$ cat config.mk
export PLATFORM = sky130hd
export DESIGN_NAME = iea_top
export DESIGN_NICKNAME = d
export VERILOG_FILES = /design/src/hw/iea_pkg.sv /design/src/hw/iea_top.sv
export SDC_FILE = /design/constraint.sdc
export NUM_CORES = 1
export LEC_CHECK = 0
export BUFFER_PORTS_ARGS = -buffer_cell sky130_fd_sc_hd__buf_2
export CORE_AREA = 2 2 163 165
export DETAILED_ROUTE_END_ITERATION = 16
export DIE_AREA = 0 0 165 167
export PLACE_DENSITY = 0.72
export SLEW_MARGIN = 40
export SYNTH_ARGS = -nofsm -noshare
export SYNTH_HDL_FRONTEND = slang
export SYNTH_SLANG_ARGS = --single-unit
$ cat constraint.sdc
create_clock -name mclk -period 10.3 [get_ports mclk]
set_input_delay 1.03 -clock mclk [delete_from_list [all_inputs] [get_ports mclk]]
set_output_delay 1.03 -clock mclk [all_outputs]
set_load 0.01 [all_outputs]
$ cat src/hw/iea_pkg.sv
/*
 * Constants, field layouts and carrier types for the interrupt enable and
 * acceptance block. Assumes a single 100 MHz clock and an AHB-Lite master.
 */
package iea_pkg;
	localparam int NSRC = 8;
	localparam int EN_LATENCY = 2;
	localparam int CLK_PERIOD_NS = 10;

	// Register byte offsets
	localparam logic [7:0] OFF_MODE_LO = 8'h00;
	localparam logic [7:0] OFF_MODE_HI = 8'h04;
	localparam logic [7:0] OFF_VECTOR = 8'h08;
	localparam logic [7:0] OFF_MASK = 8'h0c;
	localparam logic [7:0] OFF_CLEAR = 8'h10;
	localparam logic [7:0] OFF_PEND = 8'h14;
	localparam logic [7:0] OFF_KEY = 8'h18;
	localparam logic [7:0] OFF_EDGE = 8'h1c;
	localparam logic [7:0] OFF_CORE = 8'h20;

	// Field positions
	localparam int MODE_SENSE_POS = 0;
	localparam int MODE_PRIO_POS = 4;
	localparam int MASK_WFLAG_POS = 31;
	localparam int VEC_BASE_LSB = 9;
	localparam int SH_CSS_POS = 4;
	localparam int SH_PSS_POS = 8;
	localparam int SH_OFF_POS = 31;

	// Sensitivity codes
	localparam logic [1:0] SENSE_LOW = 2'h0;
	localparam logic [1:0] SENSE_HIGH = 2'h1;
	localparam logic [1:0] SENSE_FALL = 2'h2;
	localparam logic [1:0] SENSE_RISE = 2'h3;

	// Emergency unlock keys
	localparam logic [7:0] KEY_FIRST = 8'h55;
	localparam logic [7:0] KEY_SECOND = 8'haa;

	// Core-side move selectors
	localparam logic [1:0] CP_SEL_STATUS = 2'h0;
	localparam logic [1:0] CP_SEL_ENABLE = 2'h1;
	localparam logic [1:0] CP_SEL_SHADOW = 2'h2;

	// Reset values and interrupt vector address
	localparam logic [2:0] RST_MASK = 3'h0;
	localparam logic [22:0] RST_VEC_BASE = 23'h000000;
	localparam logic RST_SHADOW_OFF = 1'b1;
	localparam logic [31:0] INT_VEC_ADDR = 32'hbfc00400;

	typedef struct packed {
		logic [2:0] prio;
		logic [1:0] sense;
	} iea_src_cfg_t;

	typedef struct packed {
		logic error_level_flag;
		logic exl;
		logic ie;
	} iea_stat_t;

	typedef enum logic [1:0] {
		BUS_IDLE = 2'b00,
		BUS_READ = 2'b01,
		BUS_WRITE = 2'b10
	} iea_bus_st_t;

	typedef enum logic [1:0] {
		KEY_LOCKED = 2'b00,
		KEY_HALF = 2'b01,
		KEY_OPEN = 2'b11
	} iea_key_t;

	// Vector code of source idx: (idx + 1) * 16, source 1 gives 9'h020
	function automatic logic [8:0] vec_code_of(input logic [2:0] idx);
		return {1'b0, {1'b0, idx} + 4'h1, 4'h0};
	endfunction
endpackage

$ cat src/hw/iea_top.sv
/*
 * Interrupt enable and acceptance: source detection, pending latches,
 * priority arbitration, status flags with two-cycle enable latency, core
 * notification, shadow bank select, and an AHB-Lite register slave.
 * Assumes source inputs are asynchronous and the core issues its status
 * moves and return/barrier ops as one-cycle pulses on mclk.
 */
// What this block does
// - Accept interrupts only with error flag 0, exception flag 0, enable 1.
// - New enable state becomes effective two clocks after the enabling instruction.
// - Failing any condition disables; takes effect two clocks later too.
// - Alias write nonzero sets global enable; zero clears it.
// - Status move in either mode and on/off ops also set or clear enable.
// - Requests stay pending while globally disabled.
// - No request latches from a source at priority zero.
// - Taking sets the exception flag; exception return clears it and the error flag.
// - Winner's vector into vector register, level into mask and to core.
// - Notification sets exception flag and saves interrupted PC.
// - With shadow banks on, accepted level selects the current bank.
// - Acceptance suspends execution and branches to the interrupt vector.
// - Sense code 01 selects high-level detection.
// - Three-bit priority per source; 010 is level 2, 000 disables.
// - Edge register writes need keys 0x55 then 0xAA first.
// - Writing a source's vector code to the clear register clears it.
// - Mask field loads only when the same write sets the flag.
// - Barrier stalls until configuration writes have taken effect.
// - Code 10 selects falling edge, code 00 low level.
// - Levels sampled every clock; edges compare previous with current.
// - Clearing the accepted source also clears the vector register.
`timescale 1ns/100ps
module iea_top
	import iea_pkg::*;
(
	// Clock and reset
	input wire logic mclk,
	input wire logic rst,
	// AHB-Lite slave
	input wire logic hsel,
	input wire logic [31:0] haddr,
	input wire logic [1:0] htrans,
	input wire logic hwrite,
	input wire logic [2:0] hsize,
	input wire logic [31:0] hwdata,
	input wire logic hready,
	output logic hreadyout,
	output logic hresp,
	output logic [31:0] hrdata,
	// Interrupt sources
	input wire logic [NSRC-1:0] src_in,
	// Core operations
	input wire logic cp_wr,
	input wire logic [1:0] cp_sel,
	input wire logic [31:0] cp_wdata,
	input wire logic irq_on_op,
	input wire logic irq_off_op,
	input wire logic exception_return_op,
	input wire logic exc_take,
	input wire logic err_take,
	input wire logic sync_req,
	input wire logic [31:0] cur_pc,
	// Core notification
	output logic [2:0] core_level,
	output logic core_take,
	output logic redirect,
	output logic [31:0] redirect_pc,
	output logic [31:0] return_pc_save,
	output logic [2:0] stat_flags,
	output logic [2:0] bank_sel,
	output logic core_stall
);
	////////////////////////////////////////////////////////////////////////
	// State
	iea_bus_st_t st_q;
	logic [7:0] adr_q;
	logic hreadyout_q;
	logic [31:0] hrdata_q;
	iea_src_cfg_t cfg_q [NSRC];
	logic [2:0] mask_q;
	logic [22:0] vec_base_q;
	logic [8:0] vec_code_q;
	logic [NSRC-1:0] pend_q;
	iea_key_t key_q;
	logic [3:0] emsense_q;
	logic [NSRC-1:0] s1_q, s2_q, s3_q, filt_q, prev_q;
	iea_stat_t stat_q;
	logic en_p1_q, en_eff_q;
	logic [31:0] epc_q;
	logic ssd_q;
	logic [2:0] css_q, pss_q;
	logic [2:0] level_q;
	logic take_q, redirect_q, stall_q;
	logic [31:0] redirect_pc_q;

	////////////////////////////////////////////////////////////////////////
	// Bus decode
	wire addr_ok = hsel & htrans[1] & hready;
	wire rd_load = (st_q == BUS_READ) & ~hreadyout_q;
	wire wr_en = (st_q == BUS_WRITE) & hready;
	wire wr_mode_lo = wr_en & (adr_q == OFF_MODE_LO);
	wire wr_mode_hi = wr_en & (adr_q == OFF_MODE_HI);
	wire wr_vector = wr_en & (adr_q == OFF_VECTOR);
	wire wr_mask = wr_en & (adr_q == OFF_MASK);
	wire wr_clear = wr_en & (adr_q == OFF_CLEAR);
	wire wr_key = wr_en & (adr_q == OFF_KEY);
	wire wr_edge = wr_en & (adr_q == OFF_EDGE);
	wire [31:0] core_word = {ssd_q, 20'h00000, pss_q, 1'b0, css_q, 1'b0, stat_q};
	logic [31:0] mode_word [2];
	logic [31:0] rd_mux;

	always_comb begin
		unique case (adr_q)
			OFF_MODE_LO: rd_mux = mode_word[0];
			OFF_MODE_HI: rd_mux = mode_word[1];
			OFF_VECTOR: rd_mux = {vec_base_q, vec_code_q};
			OFF_MASK: rd_mux = {29'h0, mask_q};
			OFF_PEND: rd_mux = {24'h0, pend_q};
			OFF_KEY: rd_mux = {30'h0, key_q};
			OFF_EDGE: rd_mux = {28'h0, emsense_q};
			OFF_CORE: rd_mux = core_word;
			// Unmapped and write-only offsets read zero
			default: rd_mux = 32'h0;
		endcase
	end

	// Reads take one wait state so a write just before is always visible
	always_ff @(posedge mclk or posedge rst) begin
		if (rst) begin
			st_q <= BUS_IDLE;
			adr_q <= 8'h00;
			hreadyout_q <= 1'b1;
			hrdata_q <= 32'h0;
		end else if (rd_load) begin
			hrdata_q <= rd_mux;
			hreadyout_q <= 1'b1;
		end else if (hready) begin
			st_q <= addr_ok ? (hwrite ? BUS_WRITE : BUS_READ) : BUS_IDLE;
			adr_q <= haddr[7:0];
			hreadyout_q <= ~(addr_ok & ~hwrite);
		end
	end

	assign hreadyout = hreadyout_q;
	assign hresp = 1'b0 & hsize[0];
	assign hrdata = hrdata_q;

	////////////////////////////////////////////////////////////////////////
	// Source synchronisers and detection
	logic [NSRC-1:0] filt_d, hit, prio_zero, clr_hit;
	iea_src_cfg_t cfg_d [NSRC];

	// A change counts once the second and third stages agree
	assign filt_d = (s2_q & ~(s2_q ^ s3_q)) | (filt_q & (s2_q ^ s3_q));

	always_ff @(posedge mclk or posedge rst) begin
		if (rst) begin
			s1_q <= '0;
			s2_q <= '0;
			s3_q <= '0;
			filt_q <= '0;
			prev_q <= '0;
		end else begin
			s1_q <= src_in;
			s2_q <= s1_q;
			s3_q <= s2_q;
			filt_q <= filt_d;
			prev_q <= filt_q;
		end
	end

	for (genvar i = 0; i < NSRC; i++) begin : g_src
		wire [7:0] wbyte = hwdata[(i % 4) * 8 +: 8];
		wire wr_this = (i < 4) ? wr_mode_lo : wr_mode_hi;
		assign cfg_d[i] = wr_this ? '{prio: wbyte[MODE_PRIO_POS +: 3],
			sense: wbyte[MODE_SENSE_POS +: 2]} : cfg_q[i];
		assign prio_zero[i] = (cfg_q[i].prio == 3'h0);
		assign clr_hit[i] = wr_clear & (hwdata[8:0] == vec_code_of(3'(i)));
		assign hit[i] = (cfg_q[i].sense == SENSE_HIGH) ? filt_q[i] :
			(cfg_q[i].sense == SENSE_LOW) ? ~filt_q[i] :
			(cfg_q[i].sense == SENSE_FALL) ? (prev_q[i] & ~filt_q[i]) :
			(~prev_q[i] & filt_q[i]);

		always_ff @(posedge mclk or posedge rst) begin
			if (rst) begin
				cfg_q[i] <= '0;
			end else begin
				cfg_q[i] <= cfg_d[i];
			end
		end
		assign mode_word[i / 4][(i % 4) * 8 +: 8] = {1'b0, cfg_q[i].prio, 2'b00,
			cfg_q[i].sense};
	end

	// pending latch, set wins over clear, level 0 never latches
	wire [NSRC-1:0] pend_d = (pend_q & ~clr_hit) | (hit & ~prio_zero);

	always_ff @(posedge mclk or posedge rst) begin
		if (rst) begin
			pend_q <= '0;
		end else begin
			pend_q <= pend_d;
		end
	end

	////////////////////////////////////////////////////////////////////////
	// Arbitration
	logic [2:0] best_lvl, best_idx;

	// strict compare keeps the lowest index on a tie
	always_comb begin
		best_lvl = 3'h0;
		best_idx = 3'h0;
		for (int i = 0; i < NSRC; i++) begin
			if (pend_q[i] && (cfg_q[i].prio > best_lvl)) begin
				best_lvl = cfg_q[i].prio;
				best_idx = 3'(i);
			end
		end
	end

	// accept only through the delayed enable
	wire take_go = en_eff_q & ~take_q & (best_lvl != 3'h0) & (best_lvl > mask_q);
	wire en_now = ~stat_q.error_level_flag & ~stat_q.exl & stat_q.ie;

	////////////////////////////////////////////////////////////////////////
	// Vector, mask and emergency registers
	always_ff @(posedge mclk or posedge rst) begin
		if (rst) begin
			mask_q <= RST_MASK;
			vec_base_q <= RST_VEC_BASE;
			vec_code_q <= 9'h000;
		end else begin
			if (wr_vector) begin
				vec_base_q <= hwdata[31:VEC_BASE_LSB];
			end
			if (take_go) begin
				vec_code_q <= vec_code_of(best_idx);
				mask_q <= best_lvl;
			end else begin
				// clearing the accepted source clears the vector
				if (wr_clear && (hwdata[8:0] == vec_code_q)) begin
					vec_code_q <= 9'h000;
				end
				// mask loads with its write flag only
				if (wr_mask && hwdata[MASK_WFLAG_POS]) begin
					mask_q <= hwdata[2:0];
				end
			end
		end
	end

	// keyed unlock; any other key value relocks
	always_ff @(posedge mclk or posedge rst) begin
		if (rst) begin
			key_q <= KEY_LOCKED;
			emsense_q <= 4'h0;
		end else if (wr_key) begin
			key_q <= (hwdata[7:0] == KEY_FIRST) ? KEY_HALF :
				((hwdata[7:0] == KEY_SECOND) && (key_q == KEY_HALF)) ? KEY_OPEN :
				KEY_LOCKED;
		end else if (wr_edge) begin
			if (key_q == KEY_OPEN) begin
				emsense_q <= hwdata[3:0];
			end
			key_q <= KEY_LOCKED;
		end
	end

	////////////////////////////////////////////////////////////////////////
	// Status flags and enable pipeline
	iea_stat_t stat_d;

	always_comb begin
		stat_d = stat_q;
		if (cp_wr && (cp_sel == CP_SEL_STATUS)) begin
			stat_d = cp_wdata[2:0];
		end
		if (cp_wr && (cp_sel == CP_SEL_ENABLE)) begin
			stat_d.ie = |cp_wdata;
		end
		if (irq_on_op) begin
			stat_d.ie = 1'b1;
		end
		if (irq_off_op) begin
			stat_d.ie = 1'b0;
		end
		if (exception_return_op) begin
			stat_d.exl = 1'b0;
			stat_d.error_level_flag = 1'b0;
		end
		if (exc_take) begin
			stat_d.exl = 1'b1;
		end
		if (err_take) begin
			stat_d.error_level_flag = 1'b1;
		end
		if (take_go) begin
			stat_d.exl = 1'b1;
		end
	end

	// two-stage pipeline; a take flushes it
	always_ff @(posedge mclk or posedge rst) begin
		if (rst) begin
			stat_q <= '0;
			en_p1_q <= 1'b0;
			en_eff_q <= 1'b0;
		end else begin
			stat_q <= stat_d;
			en_p1_q <= take_go ? 1'b0 : en_now;
			en_eff_q <= take_go ? 1'b0 : en_p1_q;
		end
	end

	////////////////////////////////////////////////////////////////////////
	// Core notification, PC save and shadow bank
	wire exception_return_op_go = exception_return_op & ~take_go;

	always_ff @(posedge mclk or posedge rst) begin
		if (rst) begin
			level_q <= 3'h0;
			take_q <= 1'b0;
			redirect_q <= 1'b0;
			redirect_pc_q <= 32'h0;
			epc_q <= 32'h0;
			ssd_q <= RST_SHADOW_OFF;
			css_q <= 3'h0;
			pss_q <= 3'h0;
		end else begin
			take_q <= take_go;
			redirect_q <= take_go | exception_return_op_go;
			if (cp_wr && (cp_sel == CP_SEL_SHADOW)) begin
				ssd_q <= cp_wdata[SH_OFF_POS];
				css_q <= cp_wdata[SH_CSS_POS +: 3];
				pss_q <= cp_wdata[SH_PSS_POS +: 3];
			end
			if (take_go) begin
				level_q <= best_lvl;
				epc_q <= cur_pc;
				redirect_pc_q <= INT_VEC_ADDR;
				if (!ssd_q) begin
					pss_q <= css_q;
					css_q <= best_lvl;
				end
			end else if (exception_return_op_go) begin
				redirect_pc_q <= epc_q;
				if (!ssd_q) begin
					css_q <= pss_q;
				end
			end
		end
	end

	// barrier holds while a write or enable change is in flight
	wire cfg_busy = (st_q == BUS_WRITE) | (en_now != en_p1_q) | (en_p1_q != en_eff_q);

	always_ff @(posedge mclk or posedge rst) begin
		if (rst) begin
			stall_q <= 1'b0;
		end else begin
			stall_q <= sync_req | (stall_q & cfg_busy);
		end
	end

	assign core_level = level_q;
	assign core_take = take_q;
	assign redirect = redirect_q;
	assign redirect_pc = redirect_pc_q;
	assign return_pc_save = epc_q;
	assign stat_flags = stat_q;
	assign bank_sel = css_q;
	assign core_stall = stall_q;
endmodule

After elaboration in Yosys (flattened, before gate mapping)
Index checks and enable logic that the tools add are counted.

Word-level logic and storage cells: 296. Flip-flop bits (word level): 254. Input bits: 155.

Muxes and demuxes: 72. Order comparisons: 9. Eq/ne operators: 43. Bitwise operators: 82. $add $sub $neg: 1. Reductions and logical operators: 44.

Operators with widths (count): $pmux W32 S8 (1); $mux W3 (25); $mux W32 (2); $and A1 B1 Y1 (43); $eq A9 B7 Y1 const B (4); $mux W1 (35); $and A8 B8 Y8 (4); $eq A8 B5 Y1 const B (4); $reduce_or A32 Y1 (1); $not A1 Y1 (25); $gt A3 B3 Y1 (8); $logic_not A3 Y1 (8); $not A8 Y8 (3); $eq A2 B1 Y1 const B (11); $eq A2 B2 Y1 const B (11); $eq A9 B6 Y1 const B (2); $logic_not A2 Y1 (9); $mux W9 (2); $eq A8 B4 Y1 const B (2); $or A8 B8 Y8 (2); $logic_and A1 B1 Y1 (14); $mux W2 (7); $reduce_bool A2 Y1 (5); $eq A9 B5 Y1 const B (1); other kinds (16) (22).

Longest topological paths before layout
Gate-level depths: netlist of the first run.

Depth after elaboration: 31. Mapped depth: 59. Mapped depth without buffers: 56.

Least setup slack after synthesis of the first run
No wires, ideal clock.

Kind: flip-flop to flip-flop. Start: register pend_q[0]. End: register stat_q (netlist bit stat_flags[1]). Data arrival time: 11.119 ns. Stages on the path, launching flop included: 58. Buffers on the path: 2. Setup slack: -0.951 ns. Library setup time: 0.131 ns. Path through: dfrtp_1 nand2_1 ha_1 nor2_1 a31o_2 nor2_1 mux2_2 ha_1 nor2_1 nand2_1 o2111ai_1 o211ai_1 o211a_1 mux2_4 ha_1 nor3b_1 nand3_1 o211a_1 [22 not listed] a21bo_2 a31oi_1 mux2_4 ha_1 nor2_1 nand3_1 a21oi_1 or2_1 clkbuf_1 mux2_2 ha_1 nor2b_1 o21a_1 o2111ai_1 a21o_2 inv_2 buf_6 or3_1.

Longest elaborated chain between the ends: 27. Elaborated cells on any way between the ends: 29.

Ends and longest elaborated chain: start, declared (line iea_top.sv:81) `logic [NSRC-1:0] pend_q;`; start signal, assigned (line iea_top.sv:200) `pend_q <= pend_d;`; $logic_and A1 B1 Y1 (*) (line iea_top.sv:213) `if (pend_q[i] && (cfg_q[i].prio > best_lvl)) begin`; $mux W3 (*) (line iea_top.sv:213); $gt A3 B3 Y1 (line iea_top.sv:213); $logic_and A1 B1 Y1 (line iea_top.sv:213); $mux W3 (*) (line iea_top.sv:213); $gt A3 B3 Y1 (line iea_top.sv:213); $logic_and A1 B1 Y1 (line iea_top.sv:213); $mux W3 (*) (line iea_top.sv:213); [11 not listed]; $mux W3 (*) (line iea_top.sv:213); $gt A3 B3 Y1 (line iea_top.sv:213); $logic_and A1 B1 Y1 (line iea_top.sv:213); $mux W3 (*) (line iea_top.sv:213); named net best_lvl[1] (line iea_top.sv:206) `logic [2:0] best_lvl, best_idx;`; branches (longest 2 deep; another with $gt A3 B3 Y1); $and A1 B1 Y1 (*) (line iea_top.sv:221) `wire take_go = en_eff_q & ~take_q & (best_lvl != 3'h0) & (best_lvl > mask_q);`; $reduce_bool A4 Y1 (no source line) / $mux W1 (equally long branches); end signal, assigned (line iea_top.sv:308) `stat_q <= stat_d;`; end, declared (line iea_top.sv:85) `iea_stat_t stat_q;`.

Mark *: on every way through the listed nets, which the timed path passes. A chain may end at the register's enable or synchronous reset.

Worst setup path after layout of the first run
Start: register pend_q[0]. End: register css_q[0], in the netlist bank_sel[0].

Longest elaborated chain between the ends: 30. Elaborated cells on any way between the ends: 32.

Ends and longest elaborated chain: $logic_and A1 B1 Y1 (*) (line iea_top.sv:213); $mux W3 (*) (line iea_top.sv:213); $gt A3 B3 Y1 (line iea_top.sv:213); $logic_and A1 B1 Y1 (line iea_top.sv:213); $mux W3 (*) (line iea_top.sv:213); $gt A3 B3 Y1 (line iea_top.sv:213); $logic_and A1 B1 Y1 (line iea_top.sv:213); $mux W3 (*) (line iea_top.sv:213); [14 not listed]; $mux W3 (*) (line iea_top.sv:213); named net best_lvl[1] (line iea_top.sv:206); branches (longest 2 deep; another with $gt A3 B3 Y1); $and A1 B1 Y1 (*) (line iea_top.sv:221); $not A1 Y1 (line iea_top.sv:316) `wire exception_return_op_go = exception_return_op & ~take_go;`; $and A1 B1 Y1 (line iea_top.sv:316); $mux W3 (line iea_top.sv:344) `end else if (exception_return_op_go) begin`; $mux W3 (*) (line iea_top.sv:336) `if (take_go) begin`; end signal, assigned (line iea_top.sv:333) `css_q <= cp_wdata[SH_CSS_POS +: 3];`; end signal, assigned (line iea_top.sv:342) `css_q <= best_lvl;`; end signal, assigned (line iea_top.sv:347) `css_q <= pss_q;`; end, declared (line iea_top.sv:89) `logic [2:0] css_q, pss_q;`.

Marks and branches as above.

==> results.sh, run 1 <==
export IMPL_busiest_layer="met2"
export IMPL_first_iter_violations=682
export IMPL_fin_cells=1701
export IMPL_cp_required_ns=10.78
export IMPL_routed_wl_mm=32.9
export IMPL_globalRouteTotalUtil=0.238
export IMPL_violations="setup timing"
export IMPL_cellLeakagePower_uw=0.00678
export IMPL_synthDominantCellAreaShare=0.555
export IMPL_min_path_type="reg2reg"
export IMPL_htreeDepth=1
export IMPL_synth_area_leader_cell="dfrtp_1"
export IMPL_switching_share=0.296
export IMPL_hpwl_mm=22.3
export IMPL_routedWlPerCell_um=19.3
export IMPL_hold_buffers=0
export IMPL_synth_xor_area_frac=0.00393
export IMPL_power_internal_uw=2000
export IMPL_cp_arrival_ns=11.00
export IMPL_critPathMostFrequentCell="ha_4"
export IMPL_start_kind="flip-flop"
export IMPL_p_per_area_nw_per_um2=193
export IMPL_synth_seq_cells=249
export IMPL_drtPass1Iterations=5
export IMPL_synth_distinct_cells=76
export IMPL_routed_via_density=5.56
export IMPL_slew_headroom=0.523
export IMPL_r2r_start="pend_q[0]"
export IMPL_antenna_found_initial=6
export IMPL_status="finished with violations"
export IMPL_critPathSlowestCell="dfrtp_2"
export IMPL_finalMaxSlewViolations=0
export IMPL_setup_viol=84
export IMPL_p_sw_uw=844
export IMPL_final_antenna_net_count=0
export IMPL_cts_inserted_buffers=27
export IMPL_post_place_ws_ns=-0.425
export IMPL_synthMuxAreaShare=0.125
export IMPL_r2r_slack_ns=-0.22
export IMPL_grt_overflow=0
export IMPL_setup_tns_ns=-7.31
export IMPL_holdPathStages=0
export IMPL_drive_gt1_frac=0.396
export IMPL_p_comb_frac=0.218
export IMPL_worst_slack_ns=-0.222
export IMPL_clk_pin_slew_ns=0.06
export IMPL_die_y_um=167
export IMPL_whs_endpoint="s2_q[3]"
export IMPL_seqPwrFrac=0.431
export IMPL_fin_skew_ns=0.00747
export IMPL_area_delta_synth_final_pct=32.5
export IMPL_period_minus_slack_ns=10.52
export IMPL_cp_max_fo=7
export IMPL_drc=0
export IMPL_yosysWarnings=0
export IMPL_ir_drop_v=0.000144
export IMPL_grt_pass1_wl_mm=51.6
export IMPL_yosys_top_cells_area="dfrtp_1 55%, mux2_2 8.6%, nand2_1 6.4%"
export IMPL_synthFlopType="dfrtp_1"
export IMPL_row_count=59
export IMPL_p_clk_frac=0.351
export IMPL_synth_compound_area_frac=0.110
export IMPL_synth_fa_ha_area_frac=0.0227
export IMPL_syn_cell_area_um2=11100
export IMPL_initial_utilization=0.432
export IMPL_r2r_cells=54
export IMPL_syn_nets=1193
export IMPL_min_delay_start="s1_q[3]"
export IMPL_grt_max_degree=111
export IMPL_synth_top_family_by_area="simple AND/OR/NAND/NOR gates"
export IMPL_use_met2=0.388
export IMPL_syn_inst=1025
export IMPL_core_area_um2=25800
export IMPL_rsz0062_at_grt="yes"
export IMPL_whs_ns=0.347
export IMPL_fmax_mhz=95.0
export IMPL_dieWidth_um=165
export IMPL_avgSynthCellArea_um2=10.9
export IMPL_place_congestion=0.922
export IMPL_clock_sinks=249
export IMPL_io_buffers=235
export IMPL_cts_tree="yes"
export IMPL_met3_usage=0.0568
export IMPL_layout_nets=1509
export IMPL_grt_pass1_vias=9622
export IMPL_worst_slew_pin_slew_ns=0.714
export IMPL_synth_edf_count=0
export IMPL_cpPeakStageDelay_ns=0.47
export IMPL_layout_commonest_cell="dfrtp_1"
export IMPL_die_area_um2=27600
export IMPL_finalHoldViolations=0
export IMPL_regToRegEndpoint="bank_sel[0]"
export IMPL_total_power_uw=2850
export IMPL_worstSetupPathType="reg2reg"
export IMPL_period_share=1.02
export IMPL_cts_root_buf="clkbuf_16"
export IMPL_cap_violations=0
export IMPL_seq_area_frac_synth=0.560
export IMPL_layout_common_cells="246 x dfrtp_1, 234 x buf_2, 182 x nand2_1"
export IMPL_synth_simple_area_share=0.155
export IMPL_num_vias=9465
export IMPL_met1_usage=0.305
export IMPL_clk_path_buf_depth=3
export IMPL_end_kind="flip-flop"
export IMPL_insertion_delay_ns=0.54
export IMPL_place_inst=1607
export IMPL_synth_async_reset_ratio=1.00
export IMPL_io_pins=265
## cell families after synthesis
family,after synthesis
simple gates,391
flops,249
compound gates,168
mux,127
buf+inv,62
fa+ha+maj,22
xor+xnor,5
other cells,1
## power groups by stage
stage | clock network [uW] | registers, uW | logic [uW]
floorplan | 0 | 1260 | 273
global placement | 0 | 1230 | 541
detailed placement | 0 | 1240 | 555
CTS | 1010 | 1230 | 597
global route | 1060 | 1250 | 684
finish | 998 | 1230 | 621
## critical path, delay by kind of cell (launching register included)
family	cells	cell delay [ns]
AOI/OAI and AO/OA	24	4.56
adders and majority gates	8	2.07
buffers and inverters	1	0.17
and+or+nand+nor	17	1.86
DFF	1	0.47
muxes	4	1.33
## synthesized netlist by cell type, drive strengths merged, types with 6 or more instances
cell,number
nor2,79
nor2b,13
mux2i,40
nor4,8
a222oi,18
maj3,9
nand2b,9
clkbuf,26
o21ai,38
a22oi,11
nand2,190
a31oi,21
nand3,30
inv,16
nand4,7
dfrtp,247
buf,20
a21o,6
and2,8
nor3,26
ha,13
mux2,87
o31ai,8
a21oi,18
## metrics by stage
| step | area [um2] | util |
|---|---|---|
| after global routing | 14800 | 0.573 |
| after global placement | 13200 | 0.512 |
| after detailed placement | 13200 | 0.513 |
| after CTS | 14500 | 0.564 |
| after floorplan | 11300 | - |
| final | 14800 | 0.573 |
## repair_timing
| action | 4_1_cts | 5_1_grt |
|---|---|---|
| setup buffers | 32 | 5 |
| endpoints found under the hold margin | 0 | 0 |
| gates cloned | 2 | 1 |
| pin swaps | 28 | 17 |
| gates resized for setup | 33 | 35 |
| setup endpoints to repair | 85 | 85 |
## how the worst max path moves through the flow
stage / endpoint / cells after the start / startpoint
2_1_floorplan: stat_flags[1] / 56 / pend_q[0]
3_3_place_gp: return_pc_save[21] / 56 / pend_q[0]
3_5_place_dp: mask_q[0] / 56 / pend_q[0]
4_1_cts: bank_sel[1] / 56 / pend_q[0]
5_1_grt: bank_sel[0] / 56 / pend_q[0]
6_report: bank_sel[0] / 54 / pend_q[0]
## state kept, by name (all words and copies together) (netlist names), 4 cells and up, named ones only
| signal | flops |
|---|---|
| s2_q | 8 |
| vec_code_q | 4 |
| return_pc_save | 32 |
| vec_base_q | 23 |
| prev_q | 8 |
| s3_q | 8 |
| adr_q | 8 |
| hrdata | 32 |
| cfg_q | 40 |
| redirect_pc | 32 |
| s1_q | 8 |
| emsense_q | 4 |
| pend_q | 8 |
## layout make-up
cell class | instances | area (um2)
fillers | 2158 | 11000
flip-flops and latches | 249 | 6230
multi-input cells | 714 | 5060
repair buffers | 332 | 2030
clock buffers | 37 | 763
well taps | 335 | 419
clock inverters | 13 | 154
inverters | 16 | 80.1
diodes | 4 | 10.0
repair inverters | 1 | 6.26
## per-layer routing
| metal | vias to the layer above | routed length [um] |
|---|---|---|
| met5 | - | 30 |
| met4 | 4 | 1330 |
| met3 | 99 | 2560 |
| met2 | 374 | 16000 |
| met1 | 4664 | 13000 |
| li1 | 4324 | - |
Note: power is estimated with default switching activity, not from simulation.
==> inputs of run 2 (changes only) <==
--- a/config.mk
+++ b/config.mk
@@ -5,10 +5,11 @@
 export SDC_FILE = /design/constraint.sdc
 export NUM_CORES = 1
 export LEC_CHECK = 0
+export ABC_AREA = 1
 export BUFFER_PORTS_ARGS = -buffer_cell sky130_fd_sc_hd__buf_2
-export CORE_AREA = 2 2 163 165
+export CORE_AREA = 2 2 162 164
 export DETAILED_ROUTE_END_ITERATION = 16
-export DIE_AREA = 0 0 165 167
+export DIE_AREA = 0 0 164 166
 export PLACE_DENSITY = 0.72
 export SLEW_MARGIN = 40
 export SYNTH_ARGS = -nofsm -noshare
==> results.sh, run 2 <==
export IMPL_status="finished clean"
export IMPL_core_area_um2=25600
export IMPL_cellLeakagePower_uw=0.00672
export IMPL_synth_distinct_cells=42
export IMPL_grt_pass1_vias=9111
export IMPL_synth_async_reset_ratio=1.00
export IMPL_synthDominantCellAreaShare=0.560
export IMPL_io_pins=265
export IMPL_drtPass1Iterations=5
export IMPL_multi_input_area_um2=4060
export IMPL_seq_area_frac_synth=0.565
export IMPL_p_per_area_nw_per_um2=168
export IMPL_layout_common_cells="353 x nand2_1, 246 x dfrtp_1, 235 x buf_2"
export IMPL_avgSynthCellArea_um2=8.74
export IMPL_final_area_um2=13600
export IMPL_row_count=59
export IMPL_drive_gt1_frac=0.231
export IMPL_regMostFlops="cfg_q"
export IMPL_synth_seq_cells=249
export IMPL_final_antenna_net_count=0
export IMPL_grt_max_degree=115
export IMPL_period_minus_slack_ns=9.45
export IMPL_largest_reg_flops=40
export IMPL_ir_drop_v=0.000131
export IMPL_insertion_delay_ns=0.54
export IMPL_first_iter_violations=783
export IMPL_holdPathStages=0
export IMPL_worst_slack_ns=0.855
export IMPL_critPathSlowestCell="dfrtp_2"
export IMPL_setup_viol=0
export IMPL_yosysWarnings=0
export IMPL_cap_violations=0
export IMPL_grt_pass1_wl_mm=48.5
export IMPL_clk_path_buf_depth=3
export IMPL_critPathMostFrequentCell="nand2_2"
export IMPL_cp_depth=64
export IMPL_cp_required_ns=10.76
export IMPL_area_delta_synth_final_pct=22.8
export IMPL_regToRegEndpoint="redirect_pc[26]"
export IMPL_syn_cell_area_um2=11000
export IMPL_hpwl_mm=21.8
export IMPL_end_kind="flip-flop"
export IMPL_clock_sinks=249
export IMPL_seqCellArea_um2=6230
export IMPL_dpl_cell_area_um2=12500
export IMPL_cts_root_buf="clkbuf_16"
export IMPL_synth_edf_count=0
export IMPL_globalRouteTotalUtil=0.223
export IMPL_endpoint="redirect_pc[26]"
export IMPL_cp_arrival_ns=9.91
export IMPL_cp_startpoint="pend_q[0]"
export IMPL_io_buffers=235
export IMPL_htreeDepth=1
export IMPL_start_kind="flip-flop"
export IMPL_place_congestion=0.951
export IMPL_clk_pin_slew_ns=0.06
export IMPL_grt_overflow=0
export IMPL_final_util=0.529
export IMPL_routed_wl_mm=30.3
export IMPL_worstSetupPathType="reg2reg"
export IMPL_syn_inst=1262
export IMPL_die_y_um=166
export IMPL_synthFlopType="dfrtp_1"
export IMPL_r2r_start="pend_q[0]"
export IMPL_place_inst=1805
export IMPL_synthMostInstantiatedCell="nand2_1"
export IMPL_layout_commonest_cell="nand2_1"
export IMPL_fmax_mhz=106
export IMPL_num_vias=9475
export IMPL_cp_max_fo=19
export IMPL_fill_cells=2342
export IMPL_r2r_slack_ns=0.85
export IMPL_yosys_top_cells_count="353 x nand2_1, 247 x dfrtp_1, 142 x inv_1"
export IMPL_routed_via_density=5.10
export IMPL_cpPeakStageDelay_ns=0.42
export IMPL_synth_area_leader_cell="dfrtp_1"
export IMPL_worst_slew_pin_slew_ns=0.723
export IMPL_crit_family="simple AND/OR/NAND/NOR gates"
export IMPL_period_share=0.917
export IMPL_routedWlPerCell_um=16.3
export IMPL_layout_nets=1669
export IMPL_cts_tree="yes"
export IMPL_r2r_cells=64
export IMPL_syn_nets=1430
export IMPL_die_area_um2=27200
export IMPL_finalHoldViolations=0
export IMPL_antenna_found_initial=2
export IMPL_fin_skew_ns=0.0188
export IMPL_cp_num_buf_inv=9
export IMPL_dieWidth_um=164
export IMPL_slew_headroom=0.518
export IMPL_finalMaxSlewViolations=0
export IMPL_yosys_top_cells_area="dfrtp_1 56%, nand2_1 12%, o21ai_0 5.0%"
export IMPL_cts_inserted_buffers=27
export IMPL_post_place_ws_ns=0.0988
export IMPL_total_power_uw=2280
export IMPL_drc=0
export IMPL_fin_cells=1858
export IMPL_min_path_type="reg2reg"
export IMPL_initial_utilization=0.431
run 2: timing repair:
item                                    CTS  global route
setup buffers                             0             2
endpoints found under the setup margin    0            85
gates resized for setup                   0            18
hold buffers                              0             0
endpoints found under the hold margin     0             0
run 2: layout make-up:
type	instances	area share
Tap cell	335	0.0309
Antenna cell	1	0.000185
Timing Repair Buffer	250	0.0969
Clock buffer	32	0.0542
Inverter	148	0.0428
Sequential cell	249	0.460
Clock inverter	18	0.0154
Multi-Input combinational cell	825	0.300
run 2: cells by family (layout without fill, tap and decap cells):
| group | Yosys count | count (layout) | share of synthesized area |
|---|---|---|---|
| other cells | 1 | 2 | 0.000340 |
| fa+ha+maj | 21 | 21 | 0.0220 |
| compound gates | 241 | 241 | 0.124 |
| flops | 249 | 249 | 0.565 |
| xor+xnor | 5 | 5 | 0.00397 |
| simple gates | 556 | 556 | 0.214 |
| mux | 1 | 1 | 0.00102 |
| buf+inv | 188 | 448 | 0.0704 |
run 2: where the power goes:
part	total, uW	switching (uW)	leakage (uW)	internal, uW
registers	1060	35.5	0.00294	1020
clock network	1020	404	0.000464	611
logic	201	128	0.00331	73.0
total	2280	568	0.00672	1710
run 2: metal layers:
| layer | vias up | part of all wire | track usage |
|---|---|---|---|
| met2 | 318 | 0.47 | 0.353 |
| met1 | 4485 | 0.45 | 0.314 |
| met4 | 2 | 0.028 | 0.0694 |
| met3 | 64 | 0.059 | 0.0375 |
| met5 | - | 0.00043 | 0 |
| li1 | 4606 | - | - |
run 2: worst min-delay path by stage:
stage	start	end
6_report	s1_q[2]	s2_q[2]
5_1_grt	s1_q[2]	s2_q[2]
4_1_cts	s1_q[2]	s2_q[2]
3_5_place_dp	s1_q[6]	s2_q[6]
3_3_place_gp	s1_q[2]	s2_q[2]
2_1_floorplan	s1_q[0]	s2_q[0]
run 2: per-stage QoR:
step | TNS [ns] | hold slack, ns
finish | 0 | 0.346
global route | -0.0200 | 0.352
CTS | 0 | 0.348
detailed placement | 0 | 0.337
global placement | 0 | 0.334
floorplan | 0 | 0.331
==> inputs of run 3 (changes only) <==
--- a/config.mk
+++ b/config.mk
@@ -7,10 +7,10 @@
 export LEC_CHECK = 0
 export ABC_AREA = 1
 export BUFFER_PORTS_ARGS = -buffer_cell sky130_fd_sc_hd__buf_2
-export CORE_AREA = 2 2 162 164
+export CORE_AREA = 2 2 154 156
 export DETAILED_ROUTE_END_ITERATION = 16
-export DIE_AREA = 0 0 164 166
-export PLACE_DENSITY = 0.72
+export DIE_AREA = 0 0 156 158
+export PLACE_DENSITY = 0.79
 export SLEW_MARGIN = 40
 export SYNTH_ARGS = -nofsm -noshare
 export SYNTH_HDL_FRONTEND = slang
==> results.sh, run 3 (same netlist as run 2, synthesis figures left out) <==
export IMPL_worstSetupPathType="reg2reg"
export IMPL_cp_max_fo=29
export IMPL_worst_slew_pin_slew_ns=0.783
export IMPL_cp_depth=65
export IMPL_final_area_um2=13400
export IMPL_core_area_um2=23100
export IMPL_layout_common_cells="353 x nand2_1, 246 x dfrtp_1, 235 x buf_2"
export IMPL_start_kind="flip-flop"
export IMPL_routedWlPerCell_um=16.9
export IMPL_drive_gt1_frac=0.225
export IMPL_grt_overflow=0
export IMPL_critPathSlowestCell="dfrtp_2"
export IMPL_insertion_delay_ns=0.55
export IMPL_p_clk_frac=0.419
export IMPL_cpPeakStageDelay_ns=0.41
export IMPL_place_congestion=0.912
export IMPL_dieWidth_um=156
export IMPL_grt_max_degree=125
export IMPL_hpwl_mm=22.1
export IMPL_final_antenna_net_count=0
export IMPL_ir_drop_v=0.000150
export IMPL_end_kind="flip-flop"
export IMPL_layout_commonest_cell="nand2_1"
export IMPL_finalHoldViolations=0
export IMPL_cts_root_buf="clkbuf_16"
export IMPL_seqPwrFrac=0.488
export IMPL_p_per_area_nw_per_um2=162
export IMPL_clock_sinks=249
export IMPL_regMostFlops="cfg_q"
export IMPL_row_count=56
export IMPL_io_pins=265
export IMPL_crit_family="simple AND/OR/NAND/NOR gates"
export IMPL_io_buffers=235
export IMPL_cts_tree="yes"
export IMPL_setup_viol=0
export IMPL_cp_required_ns=10.73
export IMPL_num_vias=9711
export IMPL_die_area_um2=24600
export IMPL_routed_wl_mm=30.8
export IMPL_cap_violations=0
export IMPL_whs_ns=0.341
export IMPL_period_minus_slack_ns=9.58
export IMPL_globalRouteTotalUtil=0.243
export IMPL_grt_pass1_vias=9403
export IMPL_setup_tns_ns=0
export IMPL_clk_path_buf_depth=3
export IMPL_cts_inserted_buffers=26
export IMPL_antenna_found_initial=3
export IMPL_drc=0
export IMPL_initial_utilization=0.479
export IMPL_fin_skew_ns=0.0219
export IMPL_switching_share=0.256
export IMPL_p_comb_frac=0.094
export IMPL_period_share=0.930
export IMPL_holdPathStages=0
export IMPL_htreeDepth=1
export IMPL_drtPass1Iterations=7
export IMPL_cp_arrival_ns=10.01
export IMPL_total_power_uw=2180
export IMPL_p_sw_uw=556
export IMPL_hold_buffers=0
export IMPL_cellLeakagePower_uw=0.00667
export IMPL_fmax_mhz=104
export IMPL_largest_reg_flops=40
export IMPL_grt_pass1_wl_mm=48.0
export IMPL_finalMaxSlewViolations=0
export IMPL_layout_nets=1671
export IMPL_routed_via_density=5.34
export IMPL_status="finished clean"
export IMPL_r2r_cells=65
export IMPL_cp_num_buf_inv=8
export IMPL_min_path_type="reg2reg"
export IMPL_first_iter_violations=896
export IMPL_area_delta_synth_final_pct=21.8
export IMPL_die_y_um=158
export IMPL_slew_headroom=0.477
export IMPL_power_internal_uw=1620
export IMPL_dpl_cell_area_um2=12500
export IMPL_clk_pin_slew_ns=0.06
-- run 3: cell types whose count changed in the layout (fill, tap and decap cells not counted), moves of 3 or more --
cell	change
clkinv_2	-6
bufinv_16	-3
diode_2	+5
clkbuf_1	+10
-- run 3: final timing paths --
kind                                      end  slack (ns)  startpoint
worst max-delay path            stat_flags[1]        0.72   pend_q[0]
worst max register to register  stat_flags[1]        0.72   pend_q[0]
max in group asynchronous           pend_q[2]        8.00         rst
worst min-delay path                  s2_q[2]        0.34     s1_q[2]
worst min register to register        s2_q[2]        0.34     s1_q[2]
min in group asynchronous             s1_q[1]        0.60         rst
-- run 3: layer usage --
metal	wire length, um	global-route usage
met5	13	0
met3	2600	0.0515
met1	13000	0.336
met4	901	0.0834
met2	14300	0.382
-- run 3: cell type report --
type,count,area [um2]
clock inverters,6,71.3
fillers,1979,9620
multi-input cells,825,4080
flip-flops and latches,249,6230
diodes,6,15.0
clock buffers,41,747
repair buffers,252,1330
repair inverters,1,8.76
well taps,290,363
inverters,148,582
-- run 3: power groups by stage --
stage / logic (uW) / clock network, uW / registers, uW
2_1_floorplan: 116 / 0 / 1070
5_1_grt: 228 / 963 / 1070
4_1_cts: 201 / 924 / 1060
3_3_place_gp: 195 / 0 / 1070
6_report: 204 / 912 / 1060
3_5_place_dp: 201 / 0 / 1080
-- run 3: per-stage QoR --
step,worst slack (ns),util,cells
global placement,0.284,0.542,1762
CTS,0.0182,0.578,1809
finish,0.718,0.583,1818
global route,-0.00438,0.582,1813
detailed placement,-0.0189,0.542,1762
floorplan,0.707,-,1262
-- run 3: what timing repair did --
action | CTS | global route
setup buffers | 0 | 2
gates cloned | 0 | 1
gates resized for setup | 2 | 21
endpoints found under the setup margin | 10 | 85
-- run 3: worst register-to-register path: cells and delay by family (launching register included) --
family	cells	cell delay, ns
AOI/OAI and AO/OA	15	1.91
buffers and inverters	8	0.93
DFF	1	0.41
adders and majority gates	8	2.21
and+or+nand+nor	34	3.98
